===== config.mk =====
export PLATFORM = sky130hd
export DESIGN_NAME = acc_channel_regs
export DESIGN_NICKNAME = d
export VERILOG_FILES = /design/src/logic/acc_pkg.sv /design/src/logic/acc_channel_regs.sv /design/src/logic/acc_phase_delay.sv
export SDC_FILE = /design/constraint.sdc
export NUM_CORES = 1
export LEC_CHECK = 0
export BUFFER_PORTS_ARGS = -buffer_cell sky130_fd_sc_hd__buf_2
export CORE_MARGIN = 2
export CORE_UTILIZATION = 60
export DETAILED_ROUTE_END_ITERATION = 10
export PLACE_DENSITY = 0.79
export RECOVER_POWER = 50
export SLEW_MARGIN = 30
export SYNTH_ARGS = -nofsm -noshare
export SYNTH_HDL_FRONTEND = slang
export SYNTH_SLANG_ARGS = --single-unit

===== constraint.sdc =====
create_clock -name hclk -period 5.5 [get_ports hclk]
set_clock_uncertainty 0.1 [all_clocks]
set_input_delay 0.55 -clock hclk [delete_from_list [all_inputs] [get_ports hclk]]
set_output_delay 0.55 -clock hclk [all_outputs]
set_load 0.01 [all_outputs]

===== src/logic/acc_pkg.sv =====
// package: register map, field layout and step constants for channel config
package acc_pkg;

  // ******************************************************
  // register word indices, haddr[9:2] (printed offsets are indices)
  // ******************************************************
  localparam logic [7:0] ACC_IDX_CH1_VOLUME  = 8'h3E;
  localparam logic [7:0] ACC_IDX_CH1_GAIN    = 8'h3F;
  localparam logic [7:0] ACC_IDX_CH1_PHASE   = 8'h40;
  localparam logic [7:0] ACC_IDX_CH2_INPUT   = 8'h41;
  localparam logic [7:0] ACC_IDX_DYN_MODE    = 8'h6C;

  // ******************************************************
  // reset values
  // ******************************************************
  localparam logic [7:0] ACC_RST_CH1_VOLUME  = 8'hC9;
  localparam logic [7:0] ACC_RST_CH1_GAIN    = 8'h80;
  localparam logic [7:0] ACC_RST_CH1_PHASE   = 8'h00;
  localparam logic [7:0] ACC_RST_CH2_INPUT   = 8'h00;
  localparam logic [7:0] ACC_RST_DYN_MODE    = 8'h00;

  // ******************************************************
  // field positions and masks
  // ******************************************************
  localparam int         ACC_GAIN_LSB        = 4;
  localparam logic [7:0] ACC_GAIN_MASK       = 8'hF0;
  localparam int         ACC_KIND_BIT        = 7;
  localparam int         ACC_SRC_LSB         = 5;
  localparam int         ACC_COUPLE_BIT      = 4;
  localparam int         ACC_LOAD_LSB        = 2;
  localparam int         ACC_BOOST_BIT       = 0;
  localparam logic [7:0] ACC_INPUT_MASK      = 8'hFD;
  localparam int         ACC_DYN_SEL_BIT     = 3;
  localparam logic [7:0] ACC_DYN_MASK        = 8'h08;

  // ******************************************************
  // step arithmetic (tenths of a dB)
  // ******************************************************
  localparam logic [7:0] ACC_VOL_MUTE_CODE   = 8'h00;
  localparam logic [7:0] ACC_VOL_UNITY_CODE  = 8'hC9;
  localparam int         ACC_VOL_STEP_TENTH  = 5;
  localparam logic [3:0] ACC_GAIN_UNITY_CODE = 4'h8;
  localparam int         ACC_GAIN_STEP_TENTH = 1;

  // ******************************************************
  // enumerations
  // ******************************************************
  localparam logic [1:0] ACC_SRC_DIFF        = 2'h0;
  localparam logic [1:0] ACC_SRC_SINGLE      = 2'h1;
  localparam logic [1:0] ACC_SRC_PDM         = 2'h2;
  localparam logic [1:0] ACC_SRC_RESERVED    = 2'h3;
  localparam logic [1:0] ACC_LOAD_RESERVED   = 2'h3;

  typedef enum logic [2:0] {
    ACC_DYN_OFF  = 3'b001,
    ACC_DYN_ENH  = 3'b010,
    ACC_DYN_ALT  = 3'b100
  } acc_dyn_e;

  // ******************************************************
  // ahb constants
  // ******************************************************
  localparam logic [1:0] ACC_HTRANS_NONSEQ   = 2'h2;
  localparam logic [1:0] ACC_HTRANS_SEQ      = 2'h3;

endpackage


===== src/logic/acc_channel_regs.sv =====
// channel configuration register bank on ahb-lite with steered outputs
//
// The AHB-Lite interface to the registers was chosen for this implementation.
`timescale 1ns/100ps
module acc_channel_regs
  import acc_pkg::*;
(
  // clock and reset
  input  wire logic        hclk,
  input  wire logic        hresetn,
  // ahb-lite slave
  input  wire logic        hsel,
  input  wire logic [31:0] haddr,
  input  wire logic [1:0]  htrans,
  input  wire logic        hwrite,
  input  wire logic [2:0]  hsize,
  input  wire logic [31:0] hwdata,
  input  wire logic        hready,
  output logic [31:0]      hrdata,
  output logic             hreadyout,
  output logic             hresp,
  // channel 1 signal path
  input  wire logic        mod_tick,
  input  wire logic        ch1_sample_in,
  output logic             ch1_sample_out,
  output logic             ch1_muted,
  output logic signed [11:0] ch1_volume_tenth_db,
  output logic signed [7:0]  ch1_gain_tenth_db,
  // channel 2 front end
  output logic             ch2_source_kind,
  output logic [1:0]       ch2_input_source,
  output logic             ch2_source_analog,
  output logic             ch2_coupling_select,
  output logic [1:0]       ch2_input_load_select,
  output logic             ch2_config_fault,
  output logic             range_enhancer,
  output logic             automatic_level_control,
  output logic             range_compressor
);

  // ******************************************************
  // state
  // ******************************************************
  typedef struct packed {
    logic [7:0]  ch1_volume;
    logic [7:0]  ch1_gain;
    logic [7:0]  ch1_phase;
    logic [7:0]  ch2_input;
    logic [7:0]  dyn_mode;
    logic        dp_write;
    logic [7:0]  dp_index;
    logic [31:0] rdata;
    logic signed [11:0] vol_db;
    logic signed [7:0]  gain_db;
    logic        muted;
    acc_dyn_e    dyn;
  } acc_regs_s;

  acc_regs_s st_ff;
  acc_regs_s nxt_st;

  // ******************************************************
  // helpers
  // ******************************************************
  function automatic logic [7:0] acc_index(input logic [31:0] a);
    acc_index = a[9:2];
  endfunction

  function automatic logic [7:0] acc_read(input acc_regs_s s,
                                          input logic [7:0] idx);
    acc_read = 8'h00;
    unique case (idx)
      ACC_IDX_CH1_VOLUME: acc_read = s.ch1_volume;
      ACC_IDX_CH1_GAIN:   acc_read = s.ch1_gain & ACC_GAIN_MASK;
      ACC_IDX_CH1_PHASE:  acc_read = s.ch1_phase;
      ACC_IDX_CH2_INPUT:  acc_read = s.ch2_input & ACC_INPUT_MASK;
      ACC_IDX_DYN_MODE:   acc_read = s.dyn_mode & ACC_DYN_MASK;
      default:            acc_read = 8'h00;
    endcase
  endfunction

  // linear step from a unity code, one step per code count
  function automatic logic signed [11:0] acc_step(input logic [7:0] code,
                                                  input logic [7:0] unity,
                                                  input int         step);
    int diff;
    diff = (int'(code) - int'(unity)) * step;
    acc_step = diff[11:0];
  endfunction

  // ******************************************************
  // bus and register update
  // ******************************************************
  logic       take;
  logic [7:0] wbyte;
  logic signed [11:0] gain_wide;

  assign take  = hsel && hready && htrans[1];
  assign wbyte = hwdata[7:0];

  always_comb begin
    nxt_st = st_ff;
    gain_wide = '0;
    // data phase of a write lands in the addressed register
    if (st_ff.dp_write) begin
      unique case (st_ff.dp_index)
        ACC_IDX_CH1_VOLUME: nxt_st.ch1_volume = wbyte;
        // reserved nibble kept at zero whatever is written
        ACC_IDX_CH1_GAIN:   nxt_st.ch1_gain = wbyte & ACC_GAIN_MASK;
        ACC_IDX_CH1_PHASE:  nxt_st.ch1_phase = wbyte;
        ACC_IDX_CH2_INPUT:  nxt_st.ch2_input = wbyte & ACC_INPUT_MASK;
        ACC_IDX_DYN_MODE:   nxt_st.dyn_mode = wbyte & ACC_DYN_MASK;
        default: ;
      endcase
    end
    nxt_st.dp_write = take && hwrite;
    nxt_st.dp_index = acc_index(haddr);
    if (take && !hwrite) begin
      nxt_st.rdata = {24'h000000, acc_read(st_ff, acc_index(haddr))};
    end
    // decoded settings, registered so outputs come from flops
    nxt_st.muted  = (nxt_st.ch1_volume == ACC_VOL_MUTE_CODE);
    nxt_st.vol_db = acc_step(nxt_st.ch1_volume, ACC_VOL_UNITY_CODE,
                             ACC_VOL_STEP_TENTH);
    gain_wide = acc_step({4'h0, nxt_st.ch1_gain[7:ACC_GAIN_LSB]},
                         {4'h0, ACC_GAIN_UNITY_CODE},
                         ACC_GAIN_STEP_TENTH);
    nxt_st.gain_db = gain_wide[7:0];
    if (!nxt_st.ch2_input[ACC_BOOST_BIT]) begin
      nxt_st.dyn = ACC_DYN_OFF;
    end else if (nxt_st.dyn_mode[ACC_DYN_SEL_BIT]) begin
      nxt_st.dyn = ACC_DYN_ALT;
    end else begin
      nxt_st.dyn = ACC_DYN_ENH;
    end
  end

  always_ff @(posedge hclk or negedge hresetn) begin
    if (!hresetn) begin
      st_ff.ch1_volume <= ACC_RST_CH1_VOLUME;
      st_ff.ch1_gain   <= ACC_RST_CH1_GAIN;
      st_ff.ch1_phase  <= ACC_RST_CH1_PHASE;
      st_ff.ch2_input  <= ACC_RST_CH2_INPUT;
      st_ff.dyn_mode   <= ACC_RST_DYN_MODE;
      st_ff.dp_write   <= 1'b0;
      st_ff.dp_index   <= 8'h00;
      st_ff.rdata      <= 32'h00000000;
      st_ff.vol_db     <= 12'h000;
      st_ff.gain_db    <= 8'h00;
      st_ff.muted      <= 1'b0;
      st_ff.dyn        <= ACC_DYN_OFF;
    end else begin
      st_ff <= nxt_st;
    end
  end

  // zero wait states, always OKAY
  assign hreadyout = 1'b1;
  assign hresp     = 1'b0;
  assign hrdata    = st_ff.rdata;

  // ******************************************************
  // channel 1 path
  // ******************************************************
  logic delayed;

  acc_phase_delay u_phase (
    .hclk       (hclk),
    .hresetn    (hresetn),
    .mod_tick   (mod_tick),
    .sample_in  (ch1_sample_in),
    .delay_code (st_ff.ch1_phase),
    .sample_out (delayed)
  );

  // muting forces the stream low rather than any attenuation step
  assign ch1_sample_out      = delayed & ~st_ff.muted;
  assign ch1_muted           = st_ff.muted;
  assign ch1_volume_tenth_db = st_ff.muted ? 12'sh000 : st_ff.vol_db;
  assign ch1_gain_tenth_db   = st_ff.gain_db;

  // ******************************************************
  // channel 2 front end
  // ******************************************************
  logic [1:0] src;
  logic [1:0] load;
  assign src  = st_ff.ch2_input[ACC_SRC_LSB +: 2];
  assign load = st_ff.ch2_input[ACC_LOAD_LSB +: 2];

  assign ch2_source_kind   = st_ff.ch2_input[ACC_KIND_BIT];
  assign ch2_input_source  = src;
  assign ch2_source_analog = (src == ACC_SRC_DIFF) ||
                             (src == ACC_SRC_SINGLE);
  // coupling and load only reach the analog front end
  assign ch2_coupling_select = ch2_source_analog &
                               st_ff.ch2_input[ACC_COUPLE_BIT];
  assign ch2_input_load_select = ch2_source_analog ? load
                                                   : 2'h0;
  // reserved codes are flagged, the hardware does not repair them
  assign ch2_config_fault = (src == ACC_SRC_RESERVED) ||
                            (load == ACC_LOAD_RESERVED);
  assign range_enhancer          = (st_ff.dyn == ACC_DYN_ENH);
  assign automatic_level_control = (st_ff.dyn == ACC_DYN_ALT);
  assign range_compressor        = 1'b0;
endmodule


===== src/logic/acc_phase_delay.sv =====
// 256-entry sample delay line stepped by the modulator sample strobe, 8-bit delay code
`timescale 1ns/100ps
module acc_phase_delay
  import acc_pkg::*;
(
  // clock and reset
  input  wire logic       hclk,
  input  wire logic       hresetn,
  // sample stream
  input  wire logic       mod_tick,
  input  wire logic       sample_in,
  input  wire logic [7:0] delay_code,
  output logic            sample_out
);

  typedef struct packed {
    logic [255:0] line;
    logic         out;
  } acc_dly_s;

  acc_dly_s st_ff;
  acc_dly_s nxt_st;

  always_comb begin
    nxt_st = st_ff;
    if (mod_tick) begin
      nxt_st.line = {st_ff.line[254:0], sample_in};
      // code 0 passes straight through, code n looks n ticks back
      if (delay_code == 8'h00) begin
        nxt_st.out = sample_in;
      end else begin
        nxt_st.out = st_ff.line[delay_code - 8'h01];
      end
    end
  end

  always_ff @(posedge hclk or negedge hresetn) begin
    if (!hresetn) begin
      st_ff <= '0;
    end else begin
      st_ff <= nxt_st;
    end
  end

  assign sample_out = st_ff.out;
endmodule


==> metrics.txt, run 1 <==
most numerous cell in the Yosys netlist=dfrtp_1; total number of vias=8773; non-filler cells, final=1486; Clock Tree Root=clkbuf_16; total wire length=27.8 mm; Yosys top cell area share=51.7%; ys async rst share=100%; worst reg2reg path startpoint=st_ff[63]; maximum VDD drop=0.000263 V; worst setup path startpoint=st_ff[63]; Top FF cell, synth=dfrtp_1; # placed instances=1420; CTS H-tree depth=2; row cnt=58; CP max stage cell=mux2i_1; RSZ-0062 raised after global routing=no; YS warnings=0; r2r endpoint=st_ff[23]; GRT Total Usage=21.7%; drt pass-1 iters=5; post-cts resize count=0; WP depth=18; routed len/inst=18.7 µm; final hold vios=0; failing checks=max-capacitance violations, max-slew violations; vias in the first global route=8888; sw frac=22.7%; CTS tree=built; Hold Buf Count CTS=0; Ports=143; Post-CTS Setup Bufs=0; R2R setup slack=950 ps; worst-path fanout max=10; WP data required=5800 ps; first-pass GRT wire length=46.1 mm; CTS buffer count=35; final setup violation count=0; Critical Path Start Type=register; layout net count=1225; clock sink total=319; Distinct cells, synth=62; Pins Over Slew Limit=372; Hold Crit Start=haddr[9]; CP peak stage delay=570 ps; crit path DAT=4850 ps; P_leak=0.00787 µW; Clock Path Buffers=3; syn avg cell area=13.9 µm²; Net Sw Power=1200 µW; power share of the sequential group=48.2%; ANT cells=0; Post-Syn Instances=1092; crit end category=register; Worst Setup EP=st_ff[23]; Clock Latency Late Sink=510 ps; IO buf count=63; Tmin final=4550 ps; Area growth syn-to-layout=9.99%; #FFs+latches synth=319; internal power=4070 µW; worst reg-to-reg path cell count=18; layout cells sized above 1=39.2%; Hold Crit Class=primary input to register; Crit Path Category=register to register; Post-synth EDFFs=0; drt first-iter violations=671; Top delay family on crit path=simple AND/OR/NAND/NOR gates; synth top area cells=dfrtp_1 (52%), mux2_2 (20%), mux4_2 (8.0%), buf_4 (2.5%), nand2_1 (2.0%); DRT antenna net count=0; Die ar.=0.0265 mm²; largest area contributor in the netlist=dfrtp_1; period utilisation layout=82.8%; Buf+Inv Stages, Crit Path=1; Synth top cells by count=dfrtp_1 (313), mux2_2 (275), nand2_1 (82); relative slew slack=-106%; clk slew on worst S/H paths=60 ps; Fmax achieved=0.220 GHz; Remaining Overflow, GRT=0; vias per cell=5.90; Logic pwr share=7.0%; core area=0.0250 mm²; initial antenna violation count=0; outcome=finished, violations left; Core Util, Final=66.7%; Die W=163 µm; gp weighted congestion=0.763; sequential fraction of the synthesis area=52.8%; number of max-cap violations=3; Least-Margin Pin Slew=3100 ps; Cell Area, Synth=0.0151 mm²; Initial Util=60.6%; Fin Setup TNS=0 ps; chip height=163 µm; HPWL Detailed=17.4 mm; Clk pwr share=44.7%; Post-route DRC=0; Pwr per Cell Area=316 mW/mm²; worst path cell trace=nand2b_1 > or4_4 > nor2_8 > mux2i_1 > ha_1 > a21oi_4 > xnor2_1 > ha_1 > inv_1 > fa_1 > nor2b_1 > o21ai_0 > a21boi_0 > o21ai_0 > nand2b_1 > a21o_1 > nand2_1 > xnor2_1; largest net degree at the start of global routing=147
state kept, by name (all words and copies together) (netlist names):
| register | count |
|---|---|
| ch1_muted | 1 |
| ch2_source_kind | 1 |
| u_phase.st_ff | 256 |
| u_phase.sample_out | 1 |
| ch1_gain_tenth_db | 4 |
| load | 2 |
| ch2_input_source | 2 |
| hrdata | 8 |
| st_ff | 44 |
routing by layer:
metal / vias to the layer above / global-route usage (%) / share of wire (%)
met5: - / 0 / 0
met1: 4528 / 31.2 / 45
li1: 3991 / - / -
met4: 0 / 5.35 / 1.6
met3: 39 / 3.11 / 4.4
met2: 215 / 35.3 / 49
power by group through the flow:
| stage | clock network [µW] | registers, µW | logic, µW |
|---|---|---|---|
| 2_1_floorplan | 0 | 2550 | 278 |
| 3_3_place_gp | 0 | 2570 | 361 |
| 3_5_place_dp | 0 | 2580 | 370 |
| 4_1_cts | 2390 | 2540 | 375 |
| 5_1_grt | 2490 | 2550 | 410 |
| 6_report | 2350 | 2540 | 370 |
per-stage QoR:
step                hold WS [ps]  setup slack (ps)  area, µm²  total power [µW]
global route                65.4               444      16700              5450
detailed placement           389               983      15500              2950
CTS                         39.2               916      16700              5310
global placement             383              1100      15500              2930
floorplan                    154              1520      15200              2830
finish                      76.7               947      16700              5260
how the worst min path moves through the flow:
| stage | depth (start not counted) | to | slack (ps) |
|---|---|---|---|
| 5_1_grt | 1 | st_ff[63] | 70 |
| 3_5_place_dp | 1 | hrdata[6] | 390 |
| 6_report | 1 | st_ff[63] | 80 |
| 4_1_cts | 1 | st_ff[21] | 40 |
| 2_1_floorplan | 0 | ch1_gain_tenth_db[0] | 150 |
| 3_3_place_gp | 1 | hrdata[3] | 380 |
kinds of logic (layout without fill, tap and decap cells):
group / after synthesis / in the layout / share of synthesized area [%]
AO/OA/AOI/OAI: 77 / 77 / 3.77
XOR/XNOR: 18 / 18 / 1.17
adder cells (fa/ha/maj): 20 / 20 / 1.70
buffers and inverters: 126 / 165 / 4.55
flip-flops: 319 / 319 / 52.8
multiplexers: 353 / 353 / 30.1
other: 2 / 27 / 0.0496
AND/OR/NAND/NOR: 177 / 177 / 5.88
final cells by class:
cell class | count | area (µm²)
Sequential cell | 319 | 7990
Tap cell | 330 | 413
Clock buffer | 50 | 1000
Timing Repair Buffer | 77 | 412
Clock inverter | 14 | 166
Inverter | 24 | 90.1
Multi-Input combinational cell | 672 | 6580
Fill cell | 1752 | 8310
layout by cell type (no fill, tap or decap), types with 3 or more instances in the layout:
master       n
buf_4        9
o21ai_0     14
inv_1       23
mux2i_1     23
xnor2_1     13
nand4_1      4
conb_1      27
clkinv_2     7
nor3b_1      6
clkbuf_16   36
buf_2       35
mux4_2      54
a22o_1      13
dfstp_2      6
bufinv_16    3
a32o_1       3
dfrtp_1    312
ha_1        18
nor3_1       4
clkbuf_1    36
a22oi_1      5
a21oi_1      8
mux2_2     275
nand3_1     23
nand2_1     82
nor2b_1     24
clkbuf_8     5
a32oi_1     13
nor2_1      13
nor4_1       3
a31oi_1      4
Power figures use the tool's default switching activity.
==> inputs of run 2 (changes only) <==
Clock period 5.5 ns to 4.2 ns, I/O delays scaled along.
==> run 2 against run 1 <==
Core utilization grew 1.1 points; final cell count rose by 1.4%; the flow still finishes with violations (max-capacitance violations, max-slew violations); flip-flop and latch count stayed put; critical endpoint unchanged.
==> metrics.txt, run 2 (synthesized netlist as in run 1, its figures left out) <==
outcome=finished, violations left; failing checks=max-capacitance violations, max-slew violations; Net Sw Power=1550 µW; maximum VDD drop=0.000314 V; CP max stage cell=or4_4; most common cell after layout, fill and taps aside=dfrtp_1; DRT met1 WL=12.7 mm; core area=0.0250 mm²; final total power=6880 µW; worst setup margin=239 ps; Top delay family on crit path=simple AND/OR/NAND/NOR gates; placed inst area=0.0156 mm²; Critical Path Start Type=register; Fmax achieved=0.252 GHz; vias per cell=5.91; clk slew on worst S/H paths=60 ps; CTS buffer count=35; first-pass GRT wire length=47.5 mm; gp weighted congestion=0.777; most frequent cells in the layout=dfrtp_1 (312), mux2_2 (275), nand2_1 (82); Crit Path Category=register to register; layout net count=1246; total number of vias=8902; relative slew slack=-84.4%; fin area=0.0169 mm²; Post-CTS Setup Bufs=0; max FFs per register=256; Sequential Area=0.00799 mm²; met3 routed WL=1.30 mm; Tmin final=3960 ps; Initial Util=60.6%; initial antenna violation count=0; power share of the sequential group=48.4%; Logic pwr share=7.2%; Multi-input gate area=0.00663 mm²; worst reg-to-reg path cell count=19; drt pass-1 iters=5; R2R setup slack=240 ps; sw frac=22.5%; routed len/inst=19.1 µm; r2r endpoint=st_ff[23]; CP peak stage delay=540 ps; GRT Total Usage=22.4%; Post-route DRC=0; highest routed layer=met4; Clock Latency Late Sink=510 ps; WP data required=4480 ps; Worst Setup EP=st_ff[23]; chip height=163 µm; CP dominant cell by count=nand2b_1; total wire length=28.7 mm; Place WS=10.4 ps; largest net degree at the start of global routing=134; fillers=1708; Clk pwr share=44.4%; Clock Path Buffers=3; Least-Margin Pin Slew=2770 ps; P_leak=0.00805 µW; Remaining Overflow, GRT=0; Die W=163 µm; DRT antenna net count=0; number of max-cap violations=2; ANT cells=0; Pwr per Cell Area=406 mW/mm²; RSZ-0062 raised after global routing=yes; layout cells sized above 1=42.1%; Die ar.=0.0265 mm²; worst setup path startpoint=st_ff[63]; vias in the first global route=9180; CTS H-tree depth=2; period utilisation layout=94.3%; Ports=143; HPWL Detailed=18.1 mm; crit end category=register; hold path depth=3; worst path cell trace=nand2b_1 > or4_4 > nor2_8 > mux2i_1 > buf_4 > ha_2 > a21oi_4 > xnor2_2 > ha_1 > inv_1 > fa_1 > nor2b_2 > o21ai_2 > a21boi_2 > o21ai_0 > nand2b_1 > a21o_1 > nand2_1 > xnor2_1; worst-path fanout max=4; Hold Crit Class=primary input to register; drt first-iter violations=665; final hold vios=0; metal2 WL=14.1 mm; Area growth syn-to-layout=11.8%; WP depth=19; Largest Register=u_phase.st_ff; crit path DAT=4250 ps; row cnt=58; clock sink total=319; Pins Over Slew Limit=157; IO buf count=63; worst reg2reg path startpoint=st_ff[63]; Clock Tree Root=clkbuf_16; Buf+Inv Stages, Crit Path=2; CTS tree=built; final setup violation count=0; internal power=5330 µW
run 2: cell types whose count changed in the layout (fill, tap and decap cells not counted), sizes merged:
| cell | change |
|---|---|
| buf | +31 |
| clkbuf | -18 |
| dlygate4sd3 | +7 |
| clkinv | +1 |
| clkinvlp | -1 |
| inv | +1 |
run 2: area by class of cell:
class,count,share of cell area (%)
well taps,330,2.44
repair buffers,98,3.79
inverters,24,0.532
flip-flops and latches,319,47.2
clock buffers,49,5.90
multi-input cells,672,39.1
clock inverters,15,0.976
run 2: power groups by stage:
| stage | Sequential (µW) | Clock, µW | Combinational, µW |
|---|---|---|---|
| 2_1_floorplan | 3340 | 0 | 364 |
| 3_3_place_gp | 3370 | 0 | 477 |
| 3_5_place_dp | 3380 | 0 | 490 |
| 4_1_cts | 3320 | 3120 | 499 |
| 5_1_grt | 3340 | 3270 | 555 |
| 6_report | 3330 | 3050 | 498 |
run 2: layer usage:
| metal | up-vias | track usage (%) |
|---|---|---|
| met5 | - | 0 |
| met4 | 0 | 8.00 |
| met3 | 62 | 3.36 |
| met2 | 214 | 36.9 |
| met1 | 4610 | 30.7 |
| li1 | 4016 | - |
run 2: how the worst min path moves through the flow:
stage | to | start | slack (ps)
6_report | st_ff[82] | hwdata[1] | 80
5_1_grt | u_phase.st_ff[1] | ch1_sample_in | 90
4_1_cts | st_ff[82] | hwdata[1] | 60
3_5_place_dp | hrdata[5] | hrdata[5] | 390
3_3_place_gp | hrdata[1] | hrdata[1] | 380
2_1_floorplan | ch1_gain_tenth_db[0] | hresetn | 20
run 2: what timing repair did:
action                     4_1_cts  5_1_grt
gates resized for setup          1       13
setup endpoints to repair        1        3
hold endpoints to repair        65        0
hold buffers                     8        0
cloned                           0        0
pin swaps                        0        3
run 2: through the flow:
step / TNS [ps] / cells / hold slack (ps) / util (%)
global placement: 0 / 1434 / 383 / 62.6
detailed placement: 0 / 1434 / 392 / 62.7
global route: -22.2 / 1507 / 92.6 / 67.8
finish: 0 / 1507 / 78.4 / 67.8
CTS: 0 / 1506 / 64.9 / 67.7
floorplan: 0 / 1117 / 24.4 / -
run 2: worst register-to-register path: stages, from the launching register on:
cell      delay, ps
dfrtp_1         350
nand2b_1        170
or4_4           540
nor2_8          170
mux2i_1         230
buf_4           170
ha_2            210
a21oi_4          70
xnor2_2         140
ha_1            300
inv_1            60
fa_1            460
nor2b_2         140
o21ai_2          70
a21boi_2        130
o21ai_0          90
nand2b_1        110
a21o_1          130
nand2_1          60
xnor2_1         130
==> inputs of run 3 (changes only) <==
Settings changed: CORE_MARGIN 2 to 10, REMOVE_ABC_BUFFERS set to 1.
==> run 3 against run 2 <==
The run still ends with max-capacitance violations, max-slew violations left; largest cell class unchanged; highest routed layer unchanged; non-clock buffer count up 4; via count up 1.4%; critical endpoint unchanged; critical path depth unchanged; sequential power about the same; core utilization down 0.22 points; count of clock-buffer cells in the layout up 9.
==> metrics.txt, run 3 (synthesized netlist as in run 1, its figures left out) <==
clk slew on worst S/H paths=60 ps; crit end category=register; RSZ-0062 raised after global routing=no; Remaining Overflow, GRT=0; largest net degree at the start of global routing=110; clock sink total=319; Ports=143; period utilisation layout=94.4%; max FFs per register=256; outcome=finished, violations left; relative slew slack=-81.9%; layout cells sized above 1=40.0%; CTS tree=built; crit path DAT=4250 ps; Fmax achieved=0.252 GHz; Critical Path Start Type=register; total number of vias=9029; vias per cell=5.98; sw frac=22.4%; total wire length=29.6 mm; Logic pwr share=7.3%; most common cell after layout, fill and taps aside=dfrtp_1; Initial Util=60.5%; Clk pwr share=44.0%; IO buf count=63; failing checks=max-capacitance violations, max-slew violations; CTS buffer count=34; Sequential Area=0.00799 mm²; number of max-cap violations=2; routed len/inst=19.6 µm; layout net count=1249; Clock Path Buffers=3; WHS=92.9 ps; maximum VDD drop=0.000332 V; ANT cells=0; Multi-input gate area=0.00663 mm²; worst-path fanout max=6; row cnt=58; drt first-iter violations=640; Die W=179 µm; core area=0.0250 mm²; WP data required=4490 ps; Post-route DRC=0; initial antenna violation count=0; Net Sw Power=1530 µW; Area growth syn-to-layout=11.8%; final total power=6840 µW; fillers=1735; Largest Register=u_phase.st_ff; Pins Over Slew Limit=215; Crit Path Category=register to register; GRT Total Usage=18.6%; Clock Tree Root=clkbuf_16; HPWL Detailed=18.2 mm; final hold vios=0; Tmin final=3970 ps; Hold Crit Class=primary input to register; first-pass GRT wire length=48.3 mm; most frequent cells in the layout=dfrtp_1 (312), mux2_2 (274), nand2_1 (82); CTS H-tree depth=2; final setup violation count=0; Clock Latency Late Sink=510 ps; DRT antenna net count=0; drt pass-1 iters=5; internal power=5300 µW; P_leak=0.00800 µW; Die ar.=0.0320 mm²; gp weighted congestion=0.785; vias in the first global route=9355; Pwr per Cell Area=404 mW/mm²; chip height=179 µm; power share of the sequential group=48.7%; Least-Margin Pin Slew=2730 ps
==> run 3: timing repair <==
action	in CTS	in global routing
gates resized for setup	0	12
hold buffers	8	0
buffers inserted	0	6
hold endpoints to repair	104	0
endpoints found under the setup margin	0	3
==> run 3: layout make-up <==
class	instances	share of cell area, %
timing repair buffer	102	3.87
clock inverter	4	0.281
clock buffer	58	6.47
tap	330	2.44
inverter	24	0.532
sequential	319	47.2
multi-input combinational	672	39.2
==> run 3: through the flow <==
step	cells	TNS (ps)	instance area, µm²	setup slack [ps]	utilization, %
after floorplan	1015	-1710	14600	-1710	-
after global placement	1433	0	15600	122	62.5
after detailed placement	1433	0	15600	71.8	62.5
after CTS	1503	0	16900	9.55	67.4
after global routing	1509	0	16900	22.1	67.6
final	1509	0	16900	234	67.6
==> run 3: power by group through the flow <==
| stage | clock [µW] | sequential, µW | combinational, µW |
|---|---|---|---|
| floorplan | 0 | 3340 | 296 |
| global placement | 0 | 3370 | 478 |
| detailed placement | 0 | 3380 | 492 |
| CTS | 3070 | 3330 | 506 |
| global route | 3200 | 3350 | 555 |
| finish | 3010 | 3330 | 501 |
==> run 3: layer usage <==
layer	wire length, µm	vias up	global-route usage [%]
met1	12700	4727	24.5
met4	625	0	5.51
met5	0	-	0
met3	1780	46	3.29
li1	-	4034	-
met2	14500	222	30.9
==> run 3: path summary, 6_finish.rpt <==
kind / startpoint / endpoint / slack, ps / cells past startpoint
worst max-delay path: st_ff[59] / st_ff[23] / 230 / 19
min in group asynchronous: hresetn / st_ff[20] / 1180 / 2
worst min-delay path: hwdata[1] / st_ff[82] / 90 / 3
worst max register to register: st_ff[59] / st_ff[23] / 230 / 19
worst min register to register: hrdata[2] / hrdata[2] / 410 / 1
max in group asynchronous: hresetn / st_ff[81] / 1070 / 2
==> run 3: worst max-delay path, stage by stage (launching register included) <==
cell and delay (ps):
dfrtp_1 350, nand3_1 90, or4_4 570, nor2_8 180
buf_4 150, mux2i_4 240, nand3_2 150, xnor2_2 190
ha_1 280, ha_1 170, inv_1 60, fa_1 400
nor2b_1 130, o21ai_1 80, a21boi_1 160, o21ai_0 100
nand2b_1 120, a21o_1 130, nand2_1 60, xnor2_1 120
